===== config.mk =====
export PLATFORM = sky130hd
export DESIGN_NAME = sps_supervisor
export DESIGN_NICKNAME = d
export VERILOG_FILES = /design/src/hdl/sps_pkg.sv /design/src/hdl/sps_pin_sync.sv /design/src/hdl/sps_supervisor.sv
export VERILOG_INCLUDE_DIRS = /design/src /design/src/hdl
export SDC_FILE = /design/constraint.sdc
export NUM_CORES = 1
export LEC_CHECK = 0
export BUFFER_PORTS_ARGS = -buffer_cell sky130_fd_sc_hd__buf_2
export CAP_MARGIN = 20
export CORE_MARGIN = 3
export CORE_UTILIZATION = 28
export DETAILED_ROUTE_END_ITERATION = 12
export PLACE_DENSITY = 0.53
export SETUP_SLACK_MARGIN = 0.5
export SYNTH_ARGS = -nofsm -noshare
export SYNTH_HDL_FRONTEND = slang
export SYNTH_HIERARCHICAL = 1
export SYNTH_SLANG_ARGS = --single-unit
export TNS_END_PERCENT = 10

===== constraint.sdc =====
create_clock -name sys_clk -period 2.4 [get_ports sys_clk]
set_input_delay 0.12 -clock sys_clk [delete_from_list [all_inputs] [get_ports sys_clk]]
set_output_delay 0.12 -clock sys_clk [all_outputs]
set_load 0.01 [all_outputs]

===== src/hdl/sps_cfg.svh =====
/*
 * Constants of the switchgear position supervisor: widths, reset values and position codes.
 * Assumes it is included by its bare name from the package and the supervisor module.
 */
`ifndef SPS_CFG_SVH
`define SPS_CFG_SVH

// ----------------------------------------------------------------------------
// Widths
// ----------------------------------------------------------------------------
`define SPS_TMR_W        24

// ----------------------------------------------------------------------------
// Position codes
// ----------------------------------------------------------------------------
`define SPS_POS_INDETERM 2'h0
`define SPS_POS_OPEN     2'h1
`define SPS_POS_CLOSED   2'h2
`define SPS_POS_DISTURB  2'h3

// ----------------------------------------------------------------------------
// Reset values
// ----------------------------------------------------------------------------
`define SPS_TMR_RST      24'h000000
`define SPS_CODE_RST     2'h0
`define SPS_BIT_RST      1'b0

`endif


===== src/hdl/sps_pkg.sv =====
/*
 * Types shared by the switchgear position supervisor and its contact synchroniser.
 * Assumes sps_cfg.svh is on the include path.
 */
`include "sps_cfg.svh"

package sps_pkg;

    typedef enum logic [1:0] {
        SPS_IDLE,
        SPS_MOVE,
        SPS_DWELL
    } sps_state_t;

    typedef struct packed {
        logic [`SPS_TMR_W-1:0] move_close;
        logic [`SPS_TMR_W-1:0] move_open;
        logic [`SPS_TMR_W-1:0] dwell;
    } sps_times_t;

    typedef struct packed {
        logic       closed;
        logic       open;
        logic       indeterm;
        logic       disturb;
        logic [1:0] code;
    } sps_pos_t;

    typedef struct packed {
        logic s1;
        logic s2;
        logic s3;
        logic lvl;
    } sps_sync_t;

    typedef struct packed {
        sps_state_t            st;
        logic [`SPS_TMR_W-1:0] tmr;
        logic                  tgt_close;
        logic                  sup;
        logic                  disturb;
        logic                  close_rly;
        logic                  open_rly;
        logic                  prot_close_rly;
        logic                  prot_open_rly;
        sps_pos_t              pos;
        logic                  one_contact;
        logic                  change;
    } sps_ctl_t;

endpackage


===== src/hdl/sps_pin_sync.sv =====
/*
 * Three-stage synchroniser for one auxiliary contact pin.
 * Assumes the pin is asynchronous to sys_clk; the level moves once stages two and three agree.
 */
`timescale 1ns/100ps

module sps_pin_sync
    import sps_pkg::*;
(
    input  wire logic sys_clk,
    input  wire logic rstn,
    input  wire logic pin,
    output logic      lvl
);

    sps_sync_t q;
    sps_sync_t d;

    // ------------------------------------------------------------------------
    // Next state
    // ------------------------------------------------------------------------
    // Stage one feeds stage two only, so a metastable sample never reaches logic.
    always_comb
    begin
        d    = q;
        d.s1 = pin;
        d.s2 = q.s1;
        d.s3 = q.s2;
        if (q.s2 == q.s3)
        begin
            d.lvl = q.s3;
        end
    end

    always_ff @(posedge sys_clk or negedge rstn)
    begin
        if (!rstn)
        begin
            q <= '0;
        end
        else
        begin
            q <= d;
        end
    end

    assign lvl = q.lvl;

endmodule


===== src/hdl/sps_supervisor.sv =====
/*
 * Switchgear position supervisor: validates two auxiliary contacts against close and open
 * moving timers, limits the command relay pulses and reports the validated position.
 * Assumes contact pins are asynchronous, and commands and settings come from sys_clk logic.
 */
`timescale 1ns/100ps

`include "sps_cfg.svh"

module sps_supervisor
    import sps_pkg::*;
(
    input  wire logic       sys_clk,
    input  wire logic       rstn,
    input  wire logic       aux_closed_pin,
    input  wire logic       aux_open_pin,
    input  wire logic       closed_assigned,
    input  wire logic       open_assigned,
    input  sps_times_t      times,
    input  wire logic       cmd_close,
    input  wire logic       cmd_open,
    input  wire logic       prot_close,
    input  wire logic       prot_open,
    input  wire logic       prot_share_en,
    output logic            close_relay,
    output logic            open_relay,
    output logic            prot_close_relay,
    output logic            prot_open_relay,
    output sps_pos_t        pos,
    output logic            one_contact_flag,
    output logic            pos_change
);

    sps_ctl_t q;
    sps_ctl_t d;
    logic     aux_closed;
    logic     aux_open;

    // ------------------------------------------------------------------------
    // Contact inputs
    // ------------------------------------------------------------------------
    // Both contacts run through the filter on every clock, idle or not.
    sps_pin_sync u_sync_closed (
        .sys_clk (sys_clk),
        .rstn    (rstn),
        .pin     (aux_closed_pin),
        .lvl     (aux_closed)
    );

    sps_pin_sync u_sync_open (
        .sys_clk (sys_clk),
        .rstn    (rstn),
        .pin     (aux_open_pin),
        .lvl     (aux_open)
    );

    // ------------------------------------------------------------------------
    // Functions
    // ------------------------------------------------------------------------
    // Position as the contacts alone show it; with both assigned, equal contacts give the indeterminate code.
    function automatic logic [1:0] contact_pos(
        input logic c,
        input logic o,
        input logic ca,
        input logic oa
    );
        logic [1:0] p;
        p = `SPS_POS_INDETERM;
        if (ca && oa)
        begin
            if (c && !o)
            begin
                p = `SPS_POS_CLOSED;
            end
            else if (!c && o)
            begin
                p = `SPS_POS_OPEN;
            end
        end
        else if (ca)
        begin
            p = c ? `SPS_POS_CLOSED : `SPS_POS_OPEN;
        end
        else if (oa)
        begin
            p = o ? `SPS_POS_OPEN : `SPS_POS_CLOSED;
        end
        return p;
    endfunction

    function automatic logic [1:0] target_code(input logic to_close);
        return to_close ? `SPS_POS_CLOSED : `SPS_POS_OPEN;
    endfunction

    // Timers count down to one, so a value of one marks the last tick of an interval.
    function automatic logic timer_done(input logic [`SPS_TMR_W-1:0] t);
        return (t <= `SPS_TMR_W'(1));
    endfunction

    function automatic logic [`SPS_TMR_W-1:0] timer_next(input logic [`SPS_TMR_W-1:0] t);
        return t - `SPS_TMR_W'(1);
    endfunction

    // ------------------------------------------------------------------------
    // Next state
    // ------------------------------------------------------------------------
    logic       cls;
    logic       opn;
    logic [1:0] raw;
    logic       two;
    logic       start;
    logic       start_close;
    logic       reached;
    logic       timing;

    always_comb
    begin
        d           = q;
        d.change    = 1'b0;
        start       = 1'b0;
        start_close = 1'b0;
        two         = closed_assigned && open_assigned;
        // Shared relays let trips reuse the wiring of the ordinary commands.
        cls = cmd_close || (prot_close && prot_share_en);
        opn = cmd_open || (prot_open && prot_share_en);
        d.prot_close_rly = prot_close && !prot_share_en;
        d.prot_open_rly  = prot_open && !prot_share_en;
        raw     = contact_pos(aux_closed, aux_open, closed_assigned, open_assigned);
        reached = (raw == target_code(q.tgt_close));

        // Open wins over close, and an open may cut short a running close.
        unique case (q.st)
            SPS_IDLE,
            SPS_DWELL:
            begin
                if (opn)
                begin
                    start = 1'b1;
                end
                else if (cls)
                begin
                    start       = 1'b1;
                    start_close = 1'b1;
                end
                else if (q.st == SPS_DWELL)
                begin
                    if (timer_done(q.tmr))
                    begin
                        d.st      = SPS_IDLE;
                        d.tmr     = `SPS_TMR_RST;
                        // Settling here avoids one stale disturbed cycle before the final position.
                        d.disturb = q.disturb && !reached;
                    end
                    else
                    begin
                        d.tmr = timer_next(q.tmr);
                    end
                end
                else if (q.disturb && reached)
                begin
                    d.disturb = 1'b0;
                end
            end
            SPS_MOVE:
            begin
                if (opn && q.tgt_close)
                begin
                    start = 1'b1;
                end
                else if (reached)
                begin
                    // Feedback ends the pulse before the moving time runs out.
                    d.st        = SPS_IDLE;
                    d.tmr       = `SPS_TMR_RST;
                    d.close_rly = 1'b0;
                    d.open_rly  = 1'b0;
                    d.disturb   = 1'b0;
                end
                else if (timer_done(q.tmr))
                begin
                    d.close_rly = 1'b0;
                    d.open_rly  = 1'b0;
                    d.disturb   = q.sup;
                    d.st        = SPS_IDLE;
                    d.tmr       = `SPS_TMR_RST;
                    if (q.sup && !two && (times.dwell != `SPS_TMR_RST))
                    begin
                        d.st  = SPS_DWELL;
                        d.tmr = times.dwell;
                    end
                end
                else
                begin
                    d.tmr = timer_next(q.tmr);
                end
            end
            default:
            begin
                // A corrupted state code drops both relays and falls back to idle.
                d.st        = SPS_IDLE;
                d.tmr       = `SPS_TMR_RST;
                d.close_rly = 1'b0;
                d.open_rly  = 1'b0;
                d.disturb   = 1'b0;
            end
        endcase

        if (start)
        begin
            d.st        = SPS_MOVE;
            d.tgt_close = start_close;
            d.disturb   = 1'b0;
            d.close_rly = start_close;
            d.open_rly  = !start_close;
            // A single contact can only watch the direction it reports.
            d.sup = start_close ? closed_assigned : open_assigned;
            // A zero setting still gives a one-tick pulse rather than none.
            d.tmr = start_close ? times.move_close : times.move_open;
            if (d.tmr == `SPS_TMR_RST)
            begin
                d.tmr = `SPS_TMR_W'(1);
            end
        end

        // Validated position from the registered state and the filtered contacts.
        timing = ((q.st == SPS_MOVE) && q.sup) || (q.st == SPS_DWELL);
        if (!closed_assigned && !open_assigned)
        begin
            d.pos.code = `SPS_POS_DISTURB;
        end
        else if (q.st == SPS_DWELL)
        begin
            d.pos.code = `SPS_POS_INDETERM;
        end
        else if (q.disturb)
        begin
            d.pos.code = `SPS_POS_DISTURB;
        end
        else if (raw != `SPS_POS_INDETERM)
        begin
            d.pos.code = raw;
        end
        else
        begin
            d.pos.code = timing ? `SPS_POS_INDETERM : `SPS_POS_DISTURB;
        end
        // One contact cannot tell mid-travel from the old end position, so timing reads indeterminate.
        if (!two && timing)
        begin
            d.pos.code = `SPS_POS_INDETERM;
        end

        d.pos.indeterm = (d.pos.code == `SPS_POS_INDETERM);
        d.pos.open     = (d.pos.code == `SPS_POS_OPEN);
        d.pos.closed   = (d.pos.code == `SPS_POS_CLOSED);
        d.pos.disturb  = (d.pos.code == `SPS_POS_DISTURB);
        d.change       = (d.pos.code != q.pos.code);
        d.one_contact  = closed_assigned ^ open_assigned;
    end

    // ------------------------------------------------------------------------
    // State register
    // ------------------------------------------------------------------------
    always_ff @(posedge sys_clk or negedge rstn)
    begin
        if (!rstn)
        begin
            q          <= '0;
            q.st       <= SPS_IDLE;
            q.pos.code <= `SPS_CODE_RST;
        end
        else
        begin
            q <= d;
        end
    end

    // ------------------------------------------------------------------------
    // Outputs
    // ------------------------------------------------------------------------
    assign close_relay      = q.close_rly;
    assign open_relay       = q.open_rly;
    assign prot_close_relay = q.prot_close_rly;
    assign prot_open_relay  = q.prot_open_rly;
    assign pos              = q.pos;
    assign one_contact_flag = q.one_contact;
    assign pos_change       = q.change;

endmodule


Yosys cells after proc, flatten, opt, wreduce, memory -nomap -nowiden:

Cells that the tools add are included.

* register bits: 49
* output and inout port bits: 12
* word-level logic and storage cells: 126

* add/sub/neg operators: 1
* magnitude comparators: 1
* eq/ne operators: 18
* mux-type cells: 45
* bitwise logic cells: 1
* reductions and logical operators: 36

Operator list (number)
* $mux 26: 6
* $mux 24: 4
* $pmux 26 s2: 1
* $mux 31: 1
* $mux 2: 15
* $le 24x1->1 const B: 1
* $logic_not 24->1: 1
* $reduce_bool 24->1: 1
* $sub 24x1->24 const B: 1
* $logic_and 1x1->1: 15
* $ne 3x3->1 const B: 5
* $mux 1: 12
* $ne 4x4->1 const B: 3
* $reduce_and 6->1: 2
* $mux 3: 3
* $logic_not 1->1: 8
* $eq 2x2->1 const B: 3
* $eq 2x1->1 const B: 2
* $logic_not 2->1: 2
* $pmux 1 s2: 2
* $pmux 2 s2: 1
* $reduce_and 4->1: 1
* $logic_or 1x1->1: 3
* $reduce_and 3->1: 1
* 7 further kinds: 8

Logic depth before layout (Yosys ltp):

* depth in word-level cells: 14
* depth in mapped cells: 9

Modules after synthesis:

Netlist, hierarchy kept.

Modules (own cells, without submodules)
* sps_supervisor: instances 1, cells each 387, area each 3300.7 µm², sequential area each 1026.0 µm²
* sps_pin_sync: instances 2, cells each 5, area each 111.4 µm², sequential area each 100.1 µm²

Worst setup path before layout:

OpenSTA, ideal clock, no wires.

* path kind: register to register
* from: register q[15] (netlist name)
* to: register q[18] (netlist name)
* arrival time: 2107 ps
* required time: 2314 ps
* setup slack: 207 ps
* cell stages (with the launch flop): 10
* clock period less this slack: 2193 ps
* cell sequence: dfrtp_1 inv_1 ha_1 clkbuf_1 o211ai_1 nor2_1 clkbuf_1 nor2_1 a22oi_1 o221ai_2

* cells in the longest elaborated chain, start to end: 7
* elaborated cells on any way between the ends: 11
* those cells by class: add/sub (1); order compare (1); mux (9)

Ends and longest elaborated chain
* from (decl): line sps_supervisor.sv:34 `sps_ctl_t q;`
* $sub 24x1->24 / $le 24x1->1 (equally long branches): line sps_supervisor.sv:101, sps_supervisor.sv:97
* $mux 24: line sps_supervisor.sv:147 `if (timer_done(q.tmr))`
* $mux 26: line sps_supervisor.sv:145 `else if (q.st == SPS_DWELL)`
* $mux 26: line sps_supervisor.sv:140 `else if (cls)`
* $mux 26: line sps_supervisor.sv:136 `if (opn)`
* $pmux 26 s2 (*): line sps_supervisor.sv:132 `unique case (q.st)`
* $mux 31 (*): line sps_supervisor.sv:208 `if (start)`

Every way passes the cells marked *; elsewhere a longest branch is shown, timed or not. The select of a mux whose other input is x is not followed.
A chain may end at the register's enable or synchronous reset.

Final worst setup path:

* from: register q[23] (netlist name)
* to: register q[15] (netlist name)

* cells in the longest elaborated chain, start to end: 7
* elaborated cells on any way between the ends: 10
* those cells by class: order compare (1); mux (9)

Ends and longest elaborated chain
* $le 24x1->1 (*): line sps_supervisor.sv:97 `` return (t <= `SPS_TMR_W'(1)); ``
* $mux 24: line sps_supervisor.sv:147
* $mux 26: line sps_supervisor.sv:145
* $mux 26: line sps_supervisor.sv:140
* $mux 26: line sps_supervisor.sv:136
* $pmux 26 s2 (*): line sps_supervisor.sv:132
* $mux 31 (*): line sps_supervisor.sv:208

Marks and branches as above.

==> flow_metrics.py <==
metrics = {
    "synth": {
        "syn_avg_cell_area_sq_um": 8.88,
        "syn_inst": 397,
        "synth_edf_count": 0,
        "yosysWarningCount": 6,
        "syn-num-nets": 484,
        "ys_seq_area_frac": 0.348,
        "ys_ff_latch": 49,
        "ys_types": 67,
        "synthesis.area_sq_mm": 0.00352,
        "ys.flop_type": "dfrtp_1",
        "async_flop_share": 1.00,
    },
    "worst_setup_path": {
        "crit_type": "register to register",
        "crit_path_end_kind": "register",
        "cp_common_cell": "buf_4",
        "slowest_stage": "dfrtp_2",
        "cp.arrival_ns": 2.25,
        "start_kind": "register",
        "crit_chain": "nor4_4 -> nand4_4 -> buf_4 -> nor2_2 -> buf_6 -> nor2_4 -> buf_4 -> a311oi_2 -> nor3_1",
        "cpPeakStageDelay_ns": 0.44,
        "cp.required_ns": 2.58,
        "critPathMaxFanout": 8,
    },
    "timing": {
        "relSlewSlack": 0.662,
        "rsz0062_at_grt": "true",
        "fin_crit_sh": 0.863,
        "setup-tns-final_ns": 0,
        "finalSetupViolations": 0,
        "setup_ws_ns": 0.328,
        "clock-skew-final_ns": 0.00530,
        "slew_violations": 0,
        "layout_min_cycle_time_ns": 2.07,
        "fmax_mhz": 483,
        "final_hold_viol_count": 0,
        "holdWs_ns": 0.0555,
        "tightestPinTransition_ns": 0.505,
    },
    "power": {
        "cellLeakagePower_nw": 2.03,
        "power.density_mw_per_mm2": 1070,
        "ir_drop_v": 0.000370,
    },
    "layout": {
        "drive_above_1_share": 0.397,
        "register_area_sq_mm": 0.00124,
        "diodes": 0,
        "area_delta_synth_final_pct": 38.4,
        "multi_input_area_sq_mm": 0.00233,
        "fillCellCount": 1224,
        "final_nets": 608,
    },
    "global_route": {
        "use_met2": 0.279,
        "grt_util_all_layers": 0.174,
        "antenna_found_initial": 0,
        "grt_overflow": 0,
        "grt_pass1_wl_um": 19600,
        "grt-busiest-layer": "met2",
        "grt_pass1_vias": 3706,
        "met3_usage": 0.0340,
        "met1_usage": 0.237,
        "grt_max_degree": 27,
    },
    "die": {
        "dieWidth_um": 118,
        "initial_core_util": 0.290,
        "die_height_um": 118,
        "core.rowCount": 40,
        "die_area_sq_mm": 0.0140,
        "coreArea_sq_mm": 0.0122,
        "num_io_pins": 95,
    },
    "placement": {
        "dp_slack_ns": 0.148,
        "dp_hpwl_um": 9380,
        "gp_congestion": 0.950,
        "place.port_buffers": 94,
    },
    "clock_tree": {
        "cts-root-buf": "clkbuf_16",
        "cts_tree": "done",
        "cts_made_buffers": 5,
        "clock-sinks": 49,
        "clock_path_buffers": 2,
        "clock_latency_ns": 0.29,
        "h-tree-depth": 2,
        "path_clk_slew_ns": 0.07,
    },
    "detailed_routing": {
        "drc_errors": 0,
        "firstDrtPassIters": 5,
        "vias_per_cell": 5.34,
        "antenna_left": 0,
        "drt-total-wl_um": 12300,
        "drt_iter0_drc": 254,
        "num_vias": 3682,
        "wire_per_inst_um": 17.9,
    },
    "outcome": {
        "status": "finished, final reports clean",
    },
    "worst_hold_path": {
        "hp-class": "input port to register",
    },
    "run": {
        "drv_cap": 0,
    },
}
## worst paths after layout
kind / start / end / slack (ns) / cells after the start
worst max register to register: q[23] / q[15] / 0.33 / 9
worst max-delay path: q[23] / q[15] / 0.33 / 9
worst min-delay path: prot_share_en / prot_open_relay / 0.06 / 2
worst min register to register: u_sync_open/d[2] / u_sync_open/d[1] / 0.35 / 0
min in group asynchronous: rstn / pos[3] / 0.31 / 2
max in group asynchronous: rstn / q[33] / 1.42 / 3
## state kept, by name, indices dropped and copies added (netlist names), 2 cells and up
register	count
pos	6
q	29
u_sync_closed/d	2
u_sync_open/d	2
## where the power goes
part | switching (W) | leakage, nW | total (W) | internal [W]
clock | 0.000354 | 0.0763 | 0.000754 | 0.000400
sequential | 0.000412 | 0.584 | 0.00156 | 0.00115
combinational | 0.00154 | 1.37 | 0.00289 | 0.00135
## through the flow
step / util / instance area (sq um) / std cells / power [W]
2_1_floorplan: - / 3580 / 397 / 0.00317
3_3_place_gp: 0.354 / 4310 / 655 / 0.00395
3_5_place_dp: 0.354 / 4310 / 655 / 0.00396
4_1_cts: 0.389 / 4730 / 681 / 0.00504
5_1_grt: 0.401 / 4880 / 690 / 0.00557
6_report: 0.401 / 4880 / 690 / 0.00521
## timing repair
item,4_1_cts,5_1_grt
buffers inserted,15,9
hold buffers,3,0
endpoints found under the hold margin,21,0
pin swaps,11,12
gates resized for setup,29,17
setup endpoints to repair,30,33
## cell usage in the layout, fill, tap and decap left out, drive strengths merged, types with 5 or more instances in the layout
| master | count |
|---|---|
| xnor2 | 9 |
| a22oi | 13 |
| nand4 | 5 |
| o221ai | 9 |
| inv | 11 |
| nor3 | 15 |
| a21o | 6 |
| xor2 | 10 |
| mux2 | 5 |
| nand2b | 6 |
| buf | 141 |
| o22ai | 6 |
| mux2i | 19 |
| dfrtp | 49 |
| or4 | 5 |
| nor4 | 26 |
| a21oi | 31 |
| clkbuf | 5 |
| nor2 | 27 |
| o21ai | 14 |
| nand2 | 30 |
## kinds of logic after synthesis
| family | count (synthesis) | share of synthesized area |
|---|---|---|
| AND/OR/NAND/NOR | 148 | 0.234 |
| AO/OA/AOI/OAI | 115 | 0.229 |
| flip-flops | 49 | 0.348 |
| buffers and inverters | 36 | 0.0508 |
| multiplexers | 24 | 0.0700 |
| XOR/XNOR | 19 | 0.0472 |
| adder cells (fa/ha/maj) | 6 | 0.0206 |
## layer usage
| layer | up-vias | part of all wire |
|---|---|---|
| li1 | 1772 | - |
| met1 | 1743 | 0.46 |
| met2 | 150 | 0.46 |
| met3 | 17 | 0.062 |
| met4 | 0 | 0.023 |
| met5 | - | 0 |
## layout make-up
cell class	instances	area share
Clock buffer	5	0.0257
Multi-Input combinational cell	312	0.478
Clock inverter	3	0.00590
Sequential cell	49	0.255
Tap cell	168	0.0431
Inverter	9	0.00693
Timing Repair Buffer	144	0.186
## critical path: cells and delay by family, from the launching register on
family	cells	cell delay, ns
AO/OA/AOI/OAI	1	0.23
buffers and inverters	3	0.50
flip-flops	1	0.44
AND/OR/NAND/NOR	5	0.78
## cells in the mapped netlist, drive strengths merged (10+ instances only)
cell | n | area (sq um)
mux2i | 19 | 190
nor2 | 27 | 101
dfrtp | 49 | 1230
xor2 | 10 | 87.6
nand2 | 30 | 113
a22oi | 13 | 97.6
nor4 | 26 | 184
nor3 | 15 | 75.1
clkbuf | 13 | 48.8
o21ai | 14 | 70.1
buf | 14 | 96.3
a21oi | 31 | 155
Note: power is estimated with default switching activity, not from simulation.
